`config.mk`:
```
export PLATFORM = sky130hd
export DESIGN_NAME = osccu_top
export DESIGN_NICKNAME = d
export VERILOG_FILES = /design/src/hdl/osccu_pkg.sv /design/src/hdl/osccu_halt_keeper.sv /design/src/hdl/osccu_top.sv
export SDC_FILE = /design/constraint.sdc
export NUM_CORES = 1
export LEC_CHECK = 0
export ABC_CLOCK_PERIOD_IN_PS = 1750
export BUFFER_PORTS_ARGS = -buffer_cell sky130_fd_sc_hd__buf_2
export CAP_MARGIN = 10
export CORE_MARGIN = 1
export CORE_UTILIZATION = 40
export CTS_BUF_LIST = sky130_fd_sc_hd__clkbuf_4 sky130_fd_sc_hd__clkbuf_8
export DETAILED_ROUTE_END_ITERATION = 6
export GPL_ROUTABILITY_DRIVEN = 0
export PLACE_DENSITY = 0.93
export SYNTH_ARGS = -nofsm -noshare
export SYNTH_HDL_FRONTEND = slang
export SYNTH_HIERARCHICAL = 1
export SYNTH_SLANG_ARGS = --single-unit
```
`constraint.sdc`:
```
create_clock -name clk -period 1.75 [get_ports clk]
set_input_delay 0 -clock clk [delete_from_list [all_inputs] [get_ports clk]]
set_output_delay 0 -clock clk [all_outputs]
set_load 0.03 [all_outputs]
```
`src/hdl/osccu_pkg.sv`:
```
// Constants, register layout and carrier types of the oscillator control unit.
// Assumes one 100 MHz system clock and a 32-bit Avalon-MM register bus.
package osccu_pkg;

  // ----------------------------------------
  // Bus geometry
  // ----------------------------------------
  localparam int ADDR_W = 16;
  localparam int DATA_W = 32;

  // ----------------------------------------
  // Register map, index times four gives the byte address
  // ----------------------------------------
  localparam logic [ADDR_W-1:0] OSC_CTRL_IDX = 16'h0F86;
  localparam logic [ADDR_W-1:0] OSC_STAT_IDX = 16'h0F87;
  localparam logic [ADDR_W-1:0] OSC_CTRL_ADDR = 16'h3E18;
  localparam logic [ADDR_W-1:0] OSC_STAT_ADDR = 16'h3E1C;

  // ----------------------------------------
  // Unlock keys and reset value
  // ----------------------------------------
  localparam logic [7:0] UNLOCK_KEY_FIRST = 8'hE7;
  localparam logic [7:0] UNLOCK_KEY_SECOND = 8'h18;
  localparam logic [7:0] OSC_CTRL_RESET = 8'hA0;

  // ----------------------------------------
  // Field positions of the control register
  // ----------------------------------------
  localparam int BIT_INT_OSC_EN = 7;
  localparam int BIT_XTAL_EN = 6;
  localparam int BIT_WDT_OSC_EN = 5;
  localparam int BIT_SYS_FAIL_EN = 4;
  localparam int BIT_WDT_FAIL_EN = 3;
  localparam int SEL_MSB = 2;
  localparam int SEL_LSB = 0;

  // ----------------------------------------
  // Field positions of the status register
  // ----------------------------------------
  localparam int STAT_LOCK_LSB = 0;
  localparam int STAT_HALT_BIT = 2;

  // ----------------------------------------
  // Types
  // ----------------------------------------
  typedef enum logic [1:0] {
    LOCK_IDLE = 2'b00,
    LOCK_KEY1 = 2'b01,
    LOCK_OPEN = 2'b11
  } osccu_lock_t;

  typedef struct packed {
    logic read;
    logic write;
    logic [ADDR_W-1:0] address;
    logic [DATA_W-1:0] writedata;
    logic [3:0] byteenable;
  } osccu_bus_req_t;

  typedef struct packed {
    logic out;
    logic oe_n;
  } osccu_pin_t;

  typedef struct packed {
    logic int_precision_osc_enable;
    logic crystal_osc_enable;
    logic watchdog_osc_enable;
    logic sysclk_fail_detect_enable;
    logic watchdog_osc_fail_detect_enable;
    logic [2:0] sysclk_source_select;
  } osccu_ctrl_t;

endpackage

```
`src/hdl/osccu_halt_keeper.sv`:
```
// Sticky halt flag kept on the power-on reset only.
// Assumes por is asynchronous, active high, and outlives the system reset.
`timescale 1ns/1ps

module osccu_halt_keeper (
  input wire logic clk,
  input wire logic por,
  input wire logic dead_cfg,
  output logic halted
);

  // ----------------------------------------
  // State
  // ----------------------------------------
  typedef struct packed {
    logic halted;
  } osccu_halt_state_t;

  osccu_halt_state_t s_q;
  osccu_halt_state_t s_d;

  // System reset cannot clear it: only a power cycle revives the part
  always_comb begin
    s_d = s_q;
    if (dead_cfg) begin
      s_d.halted = 1'b1;
    end
  end

  always_ff @(posedge clk or posedge por) begin
    if (por) begin
      s_q <= '0;
    end else begin
      s_q <= s_d;
    end
  end

  assign halted = s_q.halted;
endmodule

```
`src/hdl/osccu_top.sv`:
```
// Oscillator control register behind a two-byte unlock sequence.
// Assumes an Avalon-MM master with waitrequest, synchronous pins and one clock.
//
// Behaviour
// - Writing E7 then 18 to the control register unlocks it.
// - The next control write after unlocking loads the value and relocks.
// - Control writes outside a completed unlock pair leave contents unchanged.
// - Keys must come in order but other bus cycles may sit between them.
// - Accesses to other registers never cancel a pending unlock.
// - Bit 7 enables the internal precision oscillator; resets to one.
// - Bit 6 enables the crystal oscillator and overrides both crystal pins' port use.
// - Bit 5 enables the watchdog oscillator; resets to one.
// - Bit 4 enables system clock failure detection and recovery; resets to zero.
// - The select field picks the oscillator driving the system clock.
// - All sources and failure detection off halts until power-on reset.
//
// The Avalon-MM slave port is this design's own decision.
`timescale 1ns/1ps

module osccu_top (
  input wire logic clk,
  input wire logic rst,
  input wire logic por,
  input wire logic avs_read,
  input wire logic avs_write,
  input wire logic [osccu_pkg::ADDR_W-1:0] avs_address,
  input wire logic [osccu_pkg::DATA_W-1:0] avs_writedata,
  input wire logic [3:0] avs_byteenable,
  output logic [osccu_pkg::DATA_W-1:0] avs_readdata,
  output logic avs_waitrequest,
  output osccu_pkg::osccu_ctrl_t osc_ctrl,
  input wire osccu_pkg::osccu_pin_t gpio_pin_a,
  input wire osccu_pkg::osccu_pin_t gpio_pin_b,
  output osccu_pkg::osccu_pin_t crystal_pin_a,
  output osccu_pkg::osccu_pin_t crystal_pin_b,
  output logic sys_halted
);

  // ----------------------------------------
  // State
  // ----------------------------------------
  typedef struct packed {
    logic waitreq;
    logic [osccu_pkg::DATA_W-1:0] rdata;
    osccu_pkg::osccu_lock_t lock;
    logic [7:0] ctrl;
    osccu_pkg::osccu_pin_t pin_a;
    osccu_pkg::osccu_pin_t pin_b;
  } osccu_state_t;

  osccu_state_t s_q;
  osccu_state_t s_d;

  osccu_pkg::osccu_bus_req_t req;
  logic halted;
  logic dead_cfg;
  logic req_live;
  logic accept_wr;
  logic hit_ctrl;
  logic hit_stat;
  logic [7:0] wbyte;

  // One driver for the whole carrier; per-field assigns would multiply drive it
  assign req = '{
    read: avs_read,
    write: avs_write,
    address: avs_address,
    writedata: avs_writedata,
    byteenable: avs_byteenable
  };

  // ----------------------------------------
  // Decode
  // ----------------------------------------
  // Only byte lane 0 carries the register; upper lanes read zero
  // Only control hits reach the sequencer, so other traffic leaves it alone
  assign hit_ctrl = (req.address == osccu_pkg::OSC_CTRL_ADDR);
  assign hit_stat = (req.address == osccu_pkg::OSC_STAT_ADDR);
  assign req_live = req.read | req.write;
  assign accept_wr = req.write & ~s_q.waitreq & req.byteenable[0];
  assign wbyte = req.writedata[7:0];

  // Every source stopped and nothing left to recover the clock
  assign dead_cfg = ~s_q.ctrl[osccu_pkg::BIT_INT_OSC_EN]
                  & ~s_q.ctrl[osccu_pkg::BIT_XTAL_EN]
                  & ~s_q.ctrl[osccu_pkg::BIT_WDT_OSC_EN]
                  & ~s_q.ctrl[osccu_pkg::BIT_SYS_FAIL_EN];

  // ----------------------------------------
  // Next state
  // ----------------------------------------
  always_comb begin
    s_d = s_q;

    // One wait cycle, then acknowledge at the next edge
    s_d.waitreq = ~(req_live & s_q.waitreq);
    s_d.rdata = '0;
    if (req.read & s_q.waitreq) begin
      if (hit_ctrl) begin
        s_d.rdata[7:0] = s_q.ctrl;
      end else if (hit_stat) begin
        s_d.rdata[osccu_pkg::STAT_LOCK_LSB +: 2] = s_q.lock;
        s_d.rdata[osccu_pkg::STAT_HALT_BIT] = halted;
      end
    end

    // A halted part executes no further writes
    if (accept_wr & hit_ctrl & ~halted) begin
      unique case (s_q.lock)
        osccu_pkg::LOCK_IDLE: begin
          if (wbyte == osccu_pkg::UNLOCK_KEY_FIRST) begin
            s_d.lock = osccu_pkg::LOCK_KEY1;
          end
        end
        osccu_pkg::LOCK_KEY1: begin
          if (wbyte == osccu_pkg::UNLOCK_KEY_SECOND) begin
            s_d.lock = osccu_pkg::LOCK_OPEN;
          end else if (wbyte == osccu_pkg::UNLOCK_KEY_FIRST) begin
            s_d.lock = osccu_pkg::LOCK_KEY1;
          end else begin
            s_d.lock = osccu_pkg::LOCK_IDLE;
          end
        end
        osccu_pkg::LOCK_OPEN: begin
          s_d.ctrl = wbyte;
          s_d.lock = osccu_pkg::LOCK_IDLE;
        end
        default: begin
          s_d.lock = osccu_pkg::LOCK_IDLE;
        end
      endcase
    end

    // Crystal owns both pins while its enable is set
    if (s_q.ctrl[osccu_pkg::BIT_XTAL_EN]) begin
      s_d.pin_a = '{out: 1'b0, oe_n: 1'b1};
      s_d.pin_b = '{out: 1'b0, oe_n: 1'b1};
    end else begin
      s_d.pin_a = gpio_pin_a;
      s_d.pin_b = gpio_pin_b;
    end
  end

  always_ff @(posedge clk or posedge rst) begin
    if (rst) begin
      s_q.waitreq <= 1'b1;
      s_q.rdata <= '0;
      s_q.lock <= osccu_pkg::LOCK_IDLE;
      s_q.ctrl <= osccu_pkg::OSC_CTRL_RESET;
      s_q.pin_a <= '{out: 1'b0, oe_n: 1'b1};
      s_q.pin_b <= '{out: 1'b0, oe_n: 1'b1};
    end else begin
      s_q <= s_d;
    end
  end

  // ----------------------------------------
  // Halt keeper
  // ----------------------------------------
  osccu_halt_keeper u_halt (
    .clk(clk),
    .por(por),
    .dead_cfg(dead_cfg),
    .halted(halted)
  );

  // ----------------------------------------
  // Outputs
  // ----------------------------------------
  assign avs_waitrequest = s_q.waitreq;
  assign avs_readdata = s_q.rdata;
  // Select field passes through; encodings are decoded by the clock mux
  assign osc_ctrl = '{
    int_precision_osc_enable: s_q.ctrl[osccu_pkg::BIT_INT_OSC_EN],
    crystal_osc_enable: s_q.ctrl[osccu_pkg::BIT_XTAL_EN],
    watchdog_osc_enable: s_q.ctrl[osccu_pkg::BIT_WDT_OSC_EN],
    sysclk_fail_detect_enable: s_q.ctrl[osccu_pkg::BIT_SYS_FAIL_EN],
    watchdog_osc_fail_detect_enable: s_q.ctrl[osccu_pkg::BIT_WDT_FAIL_EN],
    sysclk_source_select: s_q.ctrl[osccu_pkg::SEL_MSB:osccu_pkg::SEL_LSB]
  };
  assign crystal_pin_a = s_q.pin_a;
  assign crystal_pin_b = s_q.pin_b;
  assign sys_halted = halted;
endmodule

```
==> impl_metrics.env, run 1 <==
export IMPL_syn_cell_area_sq_um=1344
export IMPL_syn_inst=122
export IMPL_combinationalPowerShare_pct=18.3
export IMPL_die_area_sq_um=3595
export IMPL_swShare_pct=27.01
export IMPL_critPathLaunchType="register"
export IMPL_pre_cts_ws_ns=0.1352
export IMPL_track_usage_pct=13.51
export IMPL_fp_dieW_um=59.96
export IMPL_max_freq_mhz=596.3
export IMPL_grt_start_max_net_pins=24
export IMPL_cp_slowest_cell="dfrtp_1"
export IMPL_critical_path_top_delay_family="simple AND/OR/NAND/NOR gates"
export IMPL_cts_num_sinks=24
export IMPL_critical_path_max_stage_delay_ns=0.44
export IMPL_grt_pass1_wl_mm=3.601
export IMPL_clock_latency_ns=0.31
export IMPL_intPower_mw=0.7611
export IMPL_ys_seq_area_share_pct=45.16
export IMPL_worstPathArrival_ns=1.88
export IMPL_required_ns=1.95
export IMPL_setup_violations=0
export IMPL_seq_power_share_pct=54.6
export IMPL_ios=107
export IMPL_layout_common_cells="buf_2 (55), conb_1 (24), dfrtp_1 (19)"
export IMPL_power_per_cell_area_nw_per_um2=634.2
export IMPL_fin_crit_sh_pct=95.82
export IMPL_hp_class="in -> reg"
export IMPL_port_buffers=55
export IMPL_drt_iter0_markers=19
export IMPL_dpl_hpwl_mm=1.736
export IMPL_cts_buffer_depth=2
export IMPL_finalMaxSlewViolations=0
export IMPL_cts_tree="done"
export IMPL_routed_via_density=4.135
export IMPL_root_buffer="clkbuf_4"
export IMPL_grt_pass1_vias=859
export IMPL_fin_skew_ns=0.01313
export IMPL_maxCapViolations=0
export IMPL_h_tree_depth=1
export IMPL_tns_ns=0
export IMPL_post_cts_buffers=0
export IMPL_row_count=20
export IMPL_yosysWarnings=6
export IMPL_critPathBufInv=1
export IMPL_final_common_cell="buf_2"
export IMPL_syn2layout_area_growth_pct=22.35
export IMPL_cts_buffers=3
export IMPL_slew_headroom_pct=47.47
export IMPL_cts_resized_gates=0
export IMPL_drive_above_1_share_pct=44.94
export IMPL_period_needed_ns=1.677
export IMPL_diodes=0
export IMPL_tightest_slew_ns=0.7870
export IMPL_globalRouteOverflowTotal=0
export IMPL_die_h_um=59.96
export IMPL_dr_pass1_iters=2
export IMPL_rsz0062_at_grt="false"
export IMPL_cts_reportedPaths_clkPinSlew_ns=0.13
export IMPL_crit_type="reg -> reg"
export IMPL_ys_ff_latch=24
export IMPL_hold_viol=0
export IMPL_ant_nets=0
export IMPL_core_sq_um=3128
export IMPL_p_clk_share_pct=27.1
export IMPL_antenna_found_initial=0
export IMPL_worstPathCellList="nor2_1, nand3_1, nor4_4, buf_4, mux2_2"
export IMPL_leakagePower_nw=0.8963
export IMPL_drc=0
export IMPL_syn_area_per_cell_sq_um=11.01
export IMPL_drt_total_wl_mm=2.244
export IMPL_fill_cells=283
export IMPL_p_sw_mw=0.2816
export IMPL_status="finished clean"
export IMPL_vias=918
export IMPL_start_util_pct=42.96
export IMPL_ir_drop_mv=0.2597
export IMPL_crit_fanout=8
export IMPL_wl_per_cell_um=10.11
export IMPL_fin_ws_ns=0.07308
export IMPL_finish_net_count=240
export IMPL_regArea_sq_um=606.8
export IMPL_cp_end_kind="register"
export IMPL_synth_distinct_cells=25
export IMPL_multi_input_area_sq_um=478.0
==> worst min-delay path, stage by stage <==
cell and delay (ns):
buf_2 0.14, mux2i_1 0.09, nor2_1 0.08
==> power by group through the flow <==
stage               combinational (mW)  sequential (mW)  clock [mW]
global route                     0.208            0.570       0.316
detailed placement               0.159            0.580           0
floorplan                        0.149            0.585           0
finish                           0.191            0.569       0.282
CTS                              0.191            0.570       0.288
global placement                 0.157            0.579           0
==> flip-flops by register name, summed over array words and instances, names as in the netlist <==
| name | flops |
|---|---|
| u_halt/halted | 1 |
| s_q | 2 |
| osc_ctrl | 8 |
| avs_readdata | 8 |
| crystal_pin_b | 2 |
| avs_waitrequest | 1 |
| crystal_pin_a | 2 |
==> cells by family (layout without fill, tap and decap cells) <==
family,after synthesis,after routing,synth area share [%]
DFF,24,24,45.16
muxes,13,13,10.52
other,1,24,0.2791
AOI/OAI and AO/OA,2,2,0.7449
buffers and inverters,48,81,25.70
and+or+nand+nor,34,34,17.60
==> cell type report <==
cell class	instances	share of cell area, %
Inverter	4	0.9132
Multi-Input combinational cell	73	29.07
Tap cell	44	3.349
Timing Repair Buffer	73	27.55
Clock buffer	4	2.207
Sequential cell	24	36.91
==> path summary, 6_finish.rpt <==
check | from | to | slack (ns) | cells after the start
max | u_halt/halted | osc_ctrl[4] | 0.07 | 5
min | avs_address[2] | avs_readdata[1] | 0.02 | 3
max reg2reg | u_halt/halted | osc_ctrl[4] | 0.07 | 5
min reg2reg | osc_ctrl[3] | avs_readdata[3] | 0.53 | 1
max in group asynchronous | rst | crystal_pin_b[1] | 0.87 | 3
min in group asynchronous | por | u_halt/halted | 0.04 | 3
==> stage by stage <==
stage               cells  util [%]  instance area [sq um]  hold slack (ns)  power (mW)
global placement      201     45.96                   1438          -0.1574      0.7361
floorplan             145         -                   1430          -0.2713      0.7336
CTS                   222     52.56                   1644          0.01062       1.048
global route          222     52.56                   1644          0.03656       1.094
detailed placement    201     45.96                   1438          -0.1603      0.7390
finish                222     52.56                   1644          0.01878       1.043
==> what timing repair did <==
item,4_1_cts,5_1_grt
hold buffers,17,0
hold endpoints to repair,36,0
setup endpoints to repair,0,0
==> Yosys cell counts (all sizes together) <==
library cell / n / area (sq um)
nand4: 1 / 12.51
o21ai: 2 / 10.01
dfrtp: 19 / 475.5
nor4bb: 1 / 10.01
or4: 1 / 8.760
or2: 3 / 18.77
and2: 5 / 31.28
nor4: 2 / 27.53
nand4b: 1 / 8.760
nand2: 3 / 11.26
and4b: 1 / 10.01
mux2: 9 / 101.4
inv: 4 / 15.01
nor3: 2 / 10.01
nor4b: 4 / 41.29
nor2b: 2 / 12.51
nand3: 3 / 15.01
nor2: 5 / 18.77
buf: 44 / 330.3
mux2i: 4 / 40.04
dfstp: 5 / 131.4
conb: 1 / 3.750
==> metal layers <==
metal	global-route usage (%)	vias up	wire [um]
met2	24.29	34	1235
met3	3.247	4	157
met4	6.645	0	22
met5	0	-	0
li1	-	448	-
met1	14.72	432	829
No activity file was read; power rests on OpenSTA's default activity.
==> inputs of run 2 (changes only) <==
--- a/config.mk
+++ b/config.mk
@@ -9,11 +9,10 @@
 export BUFFER_PORTS_ARGS = -buffer_cell sky130_fd_sc_hd__buf_2
 export CAP_MARGIN = 10
 export CORE_MARGIN = 1
-export CORE_UTILIZATION = 40
-export CTS_BUF_LIST = sky130_fd_sc_hd__clkbuf_4 sky130_fd_sc_hd__clkbuf_8
+export CORE_UTILIZATION = 39
 export DETAILED_ROUTE_END_ITERATION = 6
 export GPL_ROUTABILITY_DRIVEN = 0
-export PLACE_DENSITY = 0.93
+export PLACE_DENSITY = 0.91
 export SYNTH_ARGS = -nofsm -noshare
 export SYNTH_HDL_FRONTEND = slang
 export SYNTH_HIERARCHICAL = 1
==> run 2 against run 1 <==
Against the previous run: die area is 2.5% higher; design area stayed put; via count is 0.87% higher; critical endpoint is now osc_ctrl[2]; highest routed layer unchanged.
==> impl_metrics.env, run 2 (synthesis gave the netlist of run 1 again) <==
export IMPL_finish_net_count=240
export IMPL_fill_cells=318
export IMPL_rr_worst_depth=5
export IMPL_slew_headroom_pct=46.85
export IMPL_setup_violations=0
export IMPL_globalRouteOverflowTotal=0
export IMPL_worstPathArrival_ns=1.81
export IMPL_leakagePower_nw=0.8963
export IMPL_ir_drop_mv=0.3418
export IMPL_p_sw_mw=0.2788
export IMPL_fin_skew_ns=0.002790
export IMPL_diodes=0
export IMPL_maxCapViolations=0
export IMPL_routed_top_layer="met4"
export IMPL_required_ns=1.95
export IMPL_drc=0
export IMPL_row_count=20
export IMPL_drt_iter0_markers=10
export IMPL_drive_above_1_share_pct=44.94
export IMPL_cts_buffers=3
export IMPL_max_freq_mhz=621.5
export IMPL_antenna_found_initial=0
export IMPL_die_h_um=60.70
export IMPL_layout_common_cells="buf_2 (55), conb_1 (24), dfrtp_1 (19)"
export IMPL_p_clk_share_pct=26.8
export IMPL_cts_num_sinks=24
export IMPL_grt_start_max_net_pins=24
export IMPL_swShare_pct=26.82
export IMPL_ios=107
export IMPL_wl_per_cell_um=10.25
export IMPL_intPower_mw=0.7609
export IMPL_wl_met2_mm=1.223
export IMPL_track_usage_pct=13.71
export IMPL_tns_ns=0
export IMPL_dpl_hpwl_mm=1.800
export IMPL_seq_power_share_pct=54.8
export IMPL_crit_fanout=8
export IMPL_combinationalPowerShare_pct=18.4
export IMPL_ant_nets=0
export IMPL_routed_via_density=4.171
export IMPL_dr_pass1_iters=4
export IMPL_start_util_pct=42.62
export IMPL_cts_reportedPaths_clkPinSlew_ns=0.12
export IMPL_finalMaxSlewViolations=0
export IMPL_rsz0062_at_grt="false"
export IMPL_cts_buffer_depth=2
export IMPL_hp_start="avs_address[2]"
export IMPL_critPathLaunchType="register"
export IMPL_grt_pass1_vias=864
export IMPL_period_needed_ns=1.609
export IMPL_status="finished clean"
export IMPL_hold_path_depth=3
export IMPL_grt_pass1_wl_mm=3.760
export IMPL_power_per_cell_area_nw_per_um2=632.4
export IMPL_vias=926
export IMPL_tightest_slew_ns=0.7964
export IMPL_port_buffers=55
export IMPL_power_total_mw=1.040
export IMPL_holdWs_ns=0.03356
export IMPL_hold_viol=0
export IMPL_fp_dieW_um=60.70
export IMPL_cp_startpoint="u_halt/halted"
export IMPL_met3_length_um=141
export IMPL_cp_end_kind="register"
export IMPL_final_common_cell="buf_2"
export IMPL_core_sq_um=3153
export IMPL_die_area_sq_um=3684
export IMPL_crit_type="reg -> reg"
export IMPL_syn2layout_area_growth_pct=22.35
export IMPL_r2r_start="u_halt/halted"
export IMPL_cts_resized_gates=0
export IMPL_fin_crit_sh_pct=91.94
export IMPL_root_buffer="clkbuf_4"
export IMPL_hp_class="in -> reg"
export IMPL_drt_total_wl_mm=2.275
export IMPL_h_tree_depth=1
export IMPL_cts_tree="done"
export IMPL_wl_met1_um=874
export IMPL_clock_latency_ns=0.30
run 2: cell counts in the layout (fill, tap and decap cells not counted):
No cell type changed its count.
run 2: timing repair:
item	4_1_cts	5_1_grt
hold buffers	17	0
setup endpoints to repair	0	0
buffers inserted	0	0
endpoints found under the hold margin	35	0
run 2: routing by layer:
layer	GRT usage, %	up-vias
li1	-	453
met5	0	-
met1	16.23	429
met4	3.896	0
met3	2.345	4
met2	25.43	40
run 2: final timing paths:
| path | end | slack [ns] |
|---|---|---|
| max | osc_ctrl[2] | 0.14 |
| min | avs_readdata[2] | 0.03 |
| max reg2reg | osc_ctrl[2] | 0.14 |
| min reg2reg | avs_readdata[3] | 0.53 |
| max in group asynchronous | osc_ctrl[1] | 0.88 |
| min in group asynchronous | u_halt/halted | 0.06 |
run 2: power by group through the flow:
stage	logic, mW	registers (mW)	clock network (mW)
after floorplan	0.149	0.585	0
after global placement	0.157	0.579	0
after detailed placement	0.160	0.580	0
after CTS	0.191	0.570	0.287
after global routing	0.211	0.570	0.313
final	0.192	0.569	0.279
run 2: worst max-delay path, cell delays in order (launching register included):
cell     delay [ns]
dfrtp_1        0.43
nor2_1         0.12
nand3_1        0.15
nor4_4         0.27
buf_4          0.20
mux2_2         0.34
run 2: stage by stage:
step | instance area [sq um] | cells | utilization [%] | setup slack, ns
final | 1644 | 222 | 52.14 | 0.1411
after global routing | 1644 | 222 | 52.14 | 0.02662
after CTS | 1644 | 222 | 52.14 | 0.1279
after detailed placement | 1438 | 201 | 45.60 | 0.1408
after global placement | 1438 | 201 | 45.60 | 0.1665
after floorplan | 1430 | 145 | - | 0.02781
run 2: area by class of cell:
class	count	area [sq um]	share of cell area [%]
Sequential cell	24	606.8	36.91
Timing Repair Buffer	73	452.9	27.55
Multi-Input combinational cell	73	478.0	29.07
Inverter	4	15.01	0.9132
Clock buffer	4	36.28	2.207
Tap cell	44	55.05	3.349
==> inputs of run 3 (changes only) <==
--- a/config.mk
+++ b/config.mk
@@ -5,14 +5,14 @@
 export SDC_FILE = /design/constraint.sdc
 export NUM_CORES = 1
 export LEC_CHECK = 0
-export ABC_CLOCK_PERIOD_IN_PS = 1750
+export ABC_CLOCK_PERIOD_IN_PS = 2000
 export BUFFER_PORTS_ARGS = -buffer_cell sky130_fd_sc_hd__buf_2
 export CAP_MARGIN = 10
 export CORE_MARGIN = 1
-export CORE_UTILIZATION = 39
+export CORE_UTILIZATION = 42
 export DETAILED_ROUTE_END_ITERATION = 6
 export GPL_ROUTABILITY_DRIVEN = 0
-export PLACE_DENSITY = 0.91
+export PLACE_DENSITY = 0.95
 export SYNTH_ARGS = -nofsm -noshare
 export SYNTH_HDL_FRONTEND = slang
 export SYNTH_HIERARCHICAL = 1
==> constraint.sdc (replaced) <==
create_clock -name clk -period 2 [get_ports clk]
set_input_delay 0 -clock clk [delete_from_list [all_inputs] [get_ports clk]]
set_output_delay 0 -clock clk [all_outputs]
set_load 0.03 [all_outputs]
==> run 3 against run 2 <==
Against the previous run: maximum frequency down 3.5%; first-iteration DRC count is 20% higher; sequential power is 12% lower; clock power fell by 11%; flip-flop and latch count stayed put; design area stayed put; global-route usage is 1.0 points higher; largest cell class unchanged.
==> impl_metrics.env, run 3 (synthesis gave the netlist of run 1 again) <==
export IMPL_ios=107
export IMPL_root_buffer="clkbuf_4"
export IMPL_diodes=0
export IMPL_leakagePower_nw=0.8963
export IMPL_routed_via_density=4.207
export IMPL_hold_viol=0
export IMPL_finish_net_count=240
export IMPL_syn2layout_area_growth_pct=22.35
export IMPL_die_h_um=58.57
export IMPL_fill_cells=280
export IMPL_finalMaxSlewViolations=0
export IMPL_status="finished clean"
export IMPL_core_sq_um=3053
export IMPL_fin_ws_ns=0.3321
export IMPL_cts_buffers=3
export IMPL_design_area_sq_um=1644
export IMPL_drt_total_wl_mm=2.406
export IMPL_cts_buffer_depth=2
export IMPL_final_common_cell="buf_2"
export IMPL_drive_above_1_share_pct=44.94
export IMPL_power_per_cell_area_nw_per_um2=556.9
export IMPL_hp_start="avs_address[2]"
export IMPL_worstPathArrival_ns=1.87
export IMPL_crit_fanout=8
export IMPL_start_util_pct=44.02
export IMPL_placed_cell_area_sq_um=1438
export IMPL_r2r_start="u_halt/halted"
export IMPL_fin_skew_ns=0.01096
export IMPL_layout_common_cells="buf_2 (55), conb_1 (24), dfrtp_1 (19)"
export IMPL_antenna_found_initial=0
export IMPL_clock_latency_ns=0.31
export IMPL_hold_path_depth=3
export IMPL_die_area_sq_um=3430
export IMPL_crit_type="reg -> reg"
export IMPL_fp_dieW_um=58.57
export IMPL_rr_worst_depth=5
export IMPL_tns_ns=0
export IMPL_r2r_end="osc_ctrl[3]"
export IMPL_cts_reportedPaths_clkPinSlew_ns=0.13
export IMPL_grt_use_met1_pct=16.55
export IMPL_rrSetupSlack_ns=0.33
export IMPL_grt_start_max_net_pins=24
export IMPL_slew_headroom_pct=45.81
export IMPL_drc=0
export IMPL_ant_nets=0
export IMPL_fin_crit_sh_pct=83.40
export IMPL_vias=934
export IMPL_row_count=20
export IMPL_required_ns=2.20
export IMPL_min_to="avs_readdata[0]"
export IMPL_globalRouteOverflowTotal=0
export IMPL_post_cts_buffers=0
export IMPL_port_buffers=55
export IMPL_top_usage_layer="met2"
export IMPL_grtUsageMet2_pct=26.77
export IMPL_grt_pass1_wl_mm=3.836
export IMPL_cts_tree="done"
export IMPL_gr_usage_met3_pct=3.516
export IMPL_dpl_hpwl_mm=1.837
export IMPL_rsz0062_at_grt="false"
export IMPL_tightest_slew_ns=0.8120
export IMPL_setup_violations=0
export IMPL_cp_end_kind="register"
export IMPL_ir_drop_mv=0.2223
export IMPL_pre_cts_ws_ns=0.3766
export IMPL_h_tree_depth=1
export IMPL_maxCapViolations=0
export IMPL_dr_pass1_iters=4
export IMPL_period_needed_ns=1.668
export IMPL_cts_num_sinks=24
export IMPL_grt_pass1_vias=908
export IMPL_max_freq_mhz=599.6
export IMPL_hp_class="in -> reg"
export IMPL_drt_iter0_markers=12
export IMPL_critPathLaunchType="register"
export IMPL_wl_per_cell_um=10.84
export IMPL_track_usage_pct=14.75
## run 3: cell counts in the layout (fill, tap and decap cells not counted)
No cell type changed its count.
## run 3: through the flow
stage / util (%) / hold WS, ns / power (mW) / instances
after floorplan: - / -0.2713 / 0.6419 / 145
after global placement: 47.09 / -0.1583 / 0.6439 / 201
after detailed placement: 47.09 / -0.1630 / 0.6475 / 201
after CTS: 53.85 / 0.02001 / 0.9211 / 222
after global routing: 53.85 / 0.03668 / 0.9614 / 222
final: 53.85 / 0.02601 / 0.9156 / 222
## run 3: cell type report
cell class | instances | area (sq um) | area share, %
Multi-Input combinational cell | 73 | 478.0 | 29.07
Timing Repair Buffer | 73 | 452.9 | 27.55
Sequential cell | 24 | 606.8 | 36.91
Tap cell | 44 | 55.05 | 3.349
Clock buffer | 4 | 36.28 | 2.207
Inverter | 4 | 15.01 | 0.9132
## run 3: timing repair
action / 4_1_cts / 5_1_grt
hold buffers: 17 / 0
hold endpoints to repair: 36 / 0
gates resized for setup: 0 / 0
setup endpoints to repair: 0 / 0
## run 3: critical path: stages (launching register included)
cell,delay (ns)
dfrtp_1,0.44
nor2_1,0.12
nand3_1,0.16
nor4_4,0.28
buf_4,0.21
mux2_2,0.34
## run 3: how the worst max path moves through the flow
stage,from,end,slack (ns),cells past startpoint
floorplan,u_halt/halted,osc_ctrl[0],0.28,4
global placement,u_halt/halted,osc_ctrl[3],0.41,5
detailed placement,u_halt/halted,osc_ctrl[6],0.38,5
CTS,u_halt/halted,osc_ctrl[4],0.36,5
global route,u_halt/halted,osc_ctrl[4],0.24,5
finish,u_halt/halted,osc_ctrl[3],0.33,5
## run 3: report_power, final
group | total [mW] | switching, mW | internal (mW)
Sequential | 0.498 | 0.00311 | 0.495
Combinational | 0.168 | 0.109 | 0.0596
Clock | 0.249 | 0.138 | 0.111
## run 3: per-layer routing
layer	wire length (um)	vias to the layer above	part of all wire, %
met2	1259	41	52
li1	-	452	-
met1	939	437	39
met3	169	4	7.0
met5	0	-	0
met4	37	0	1.5
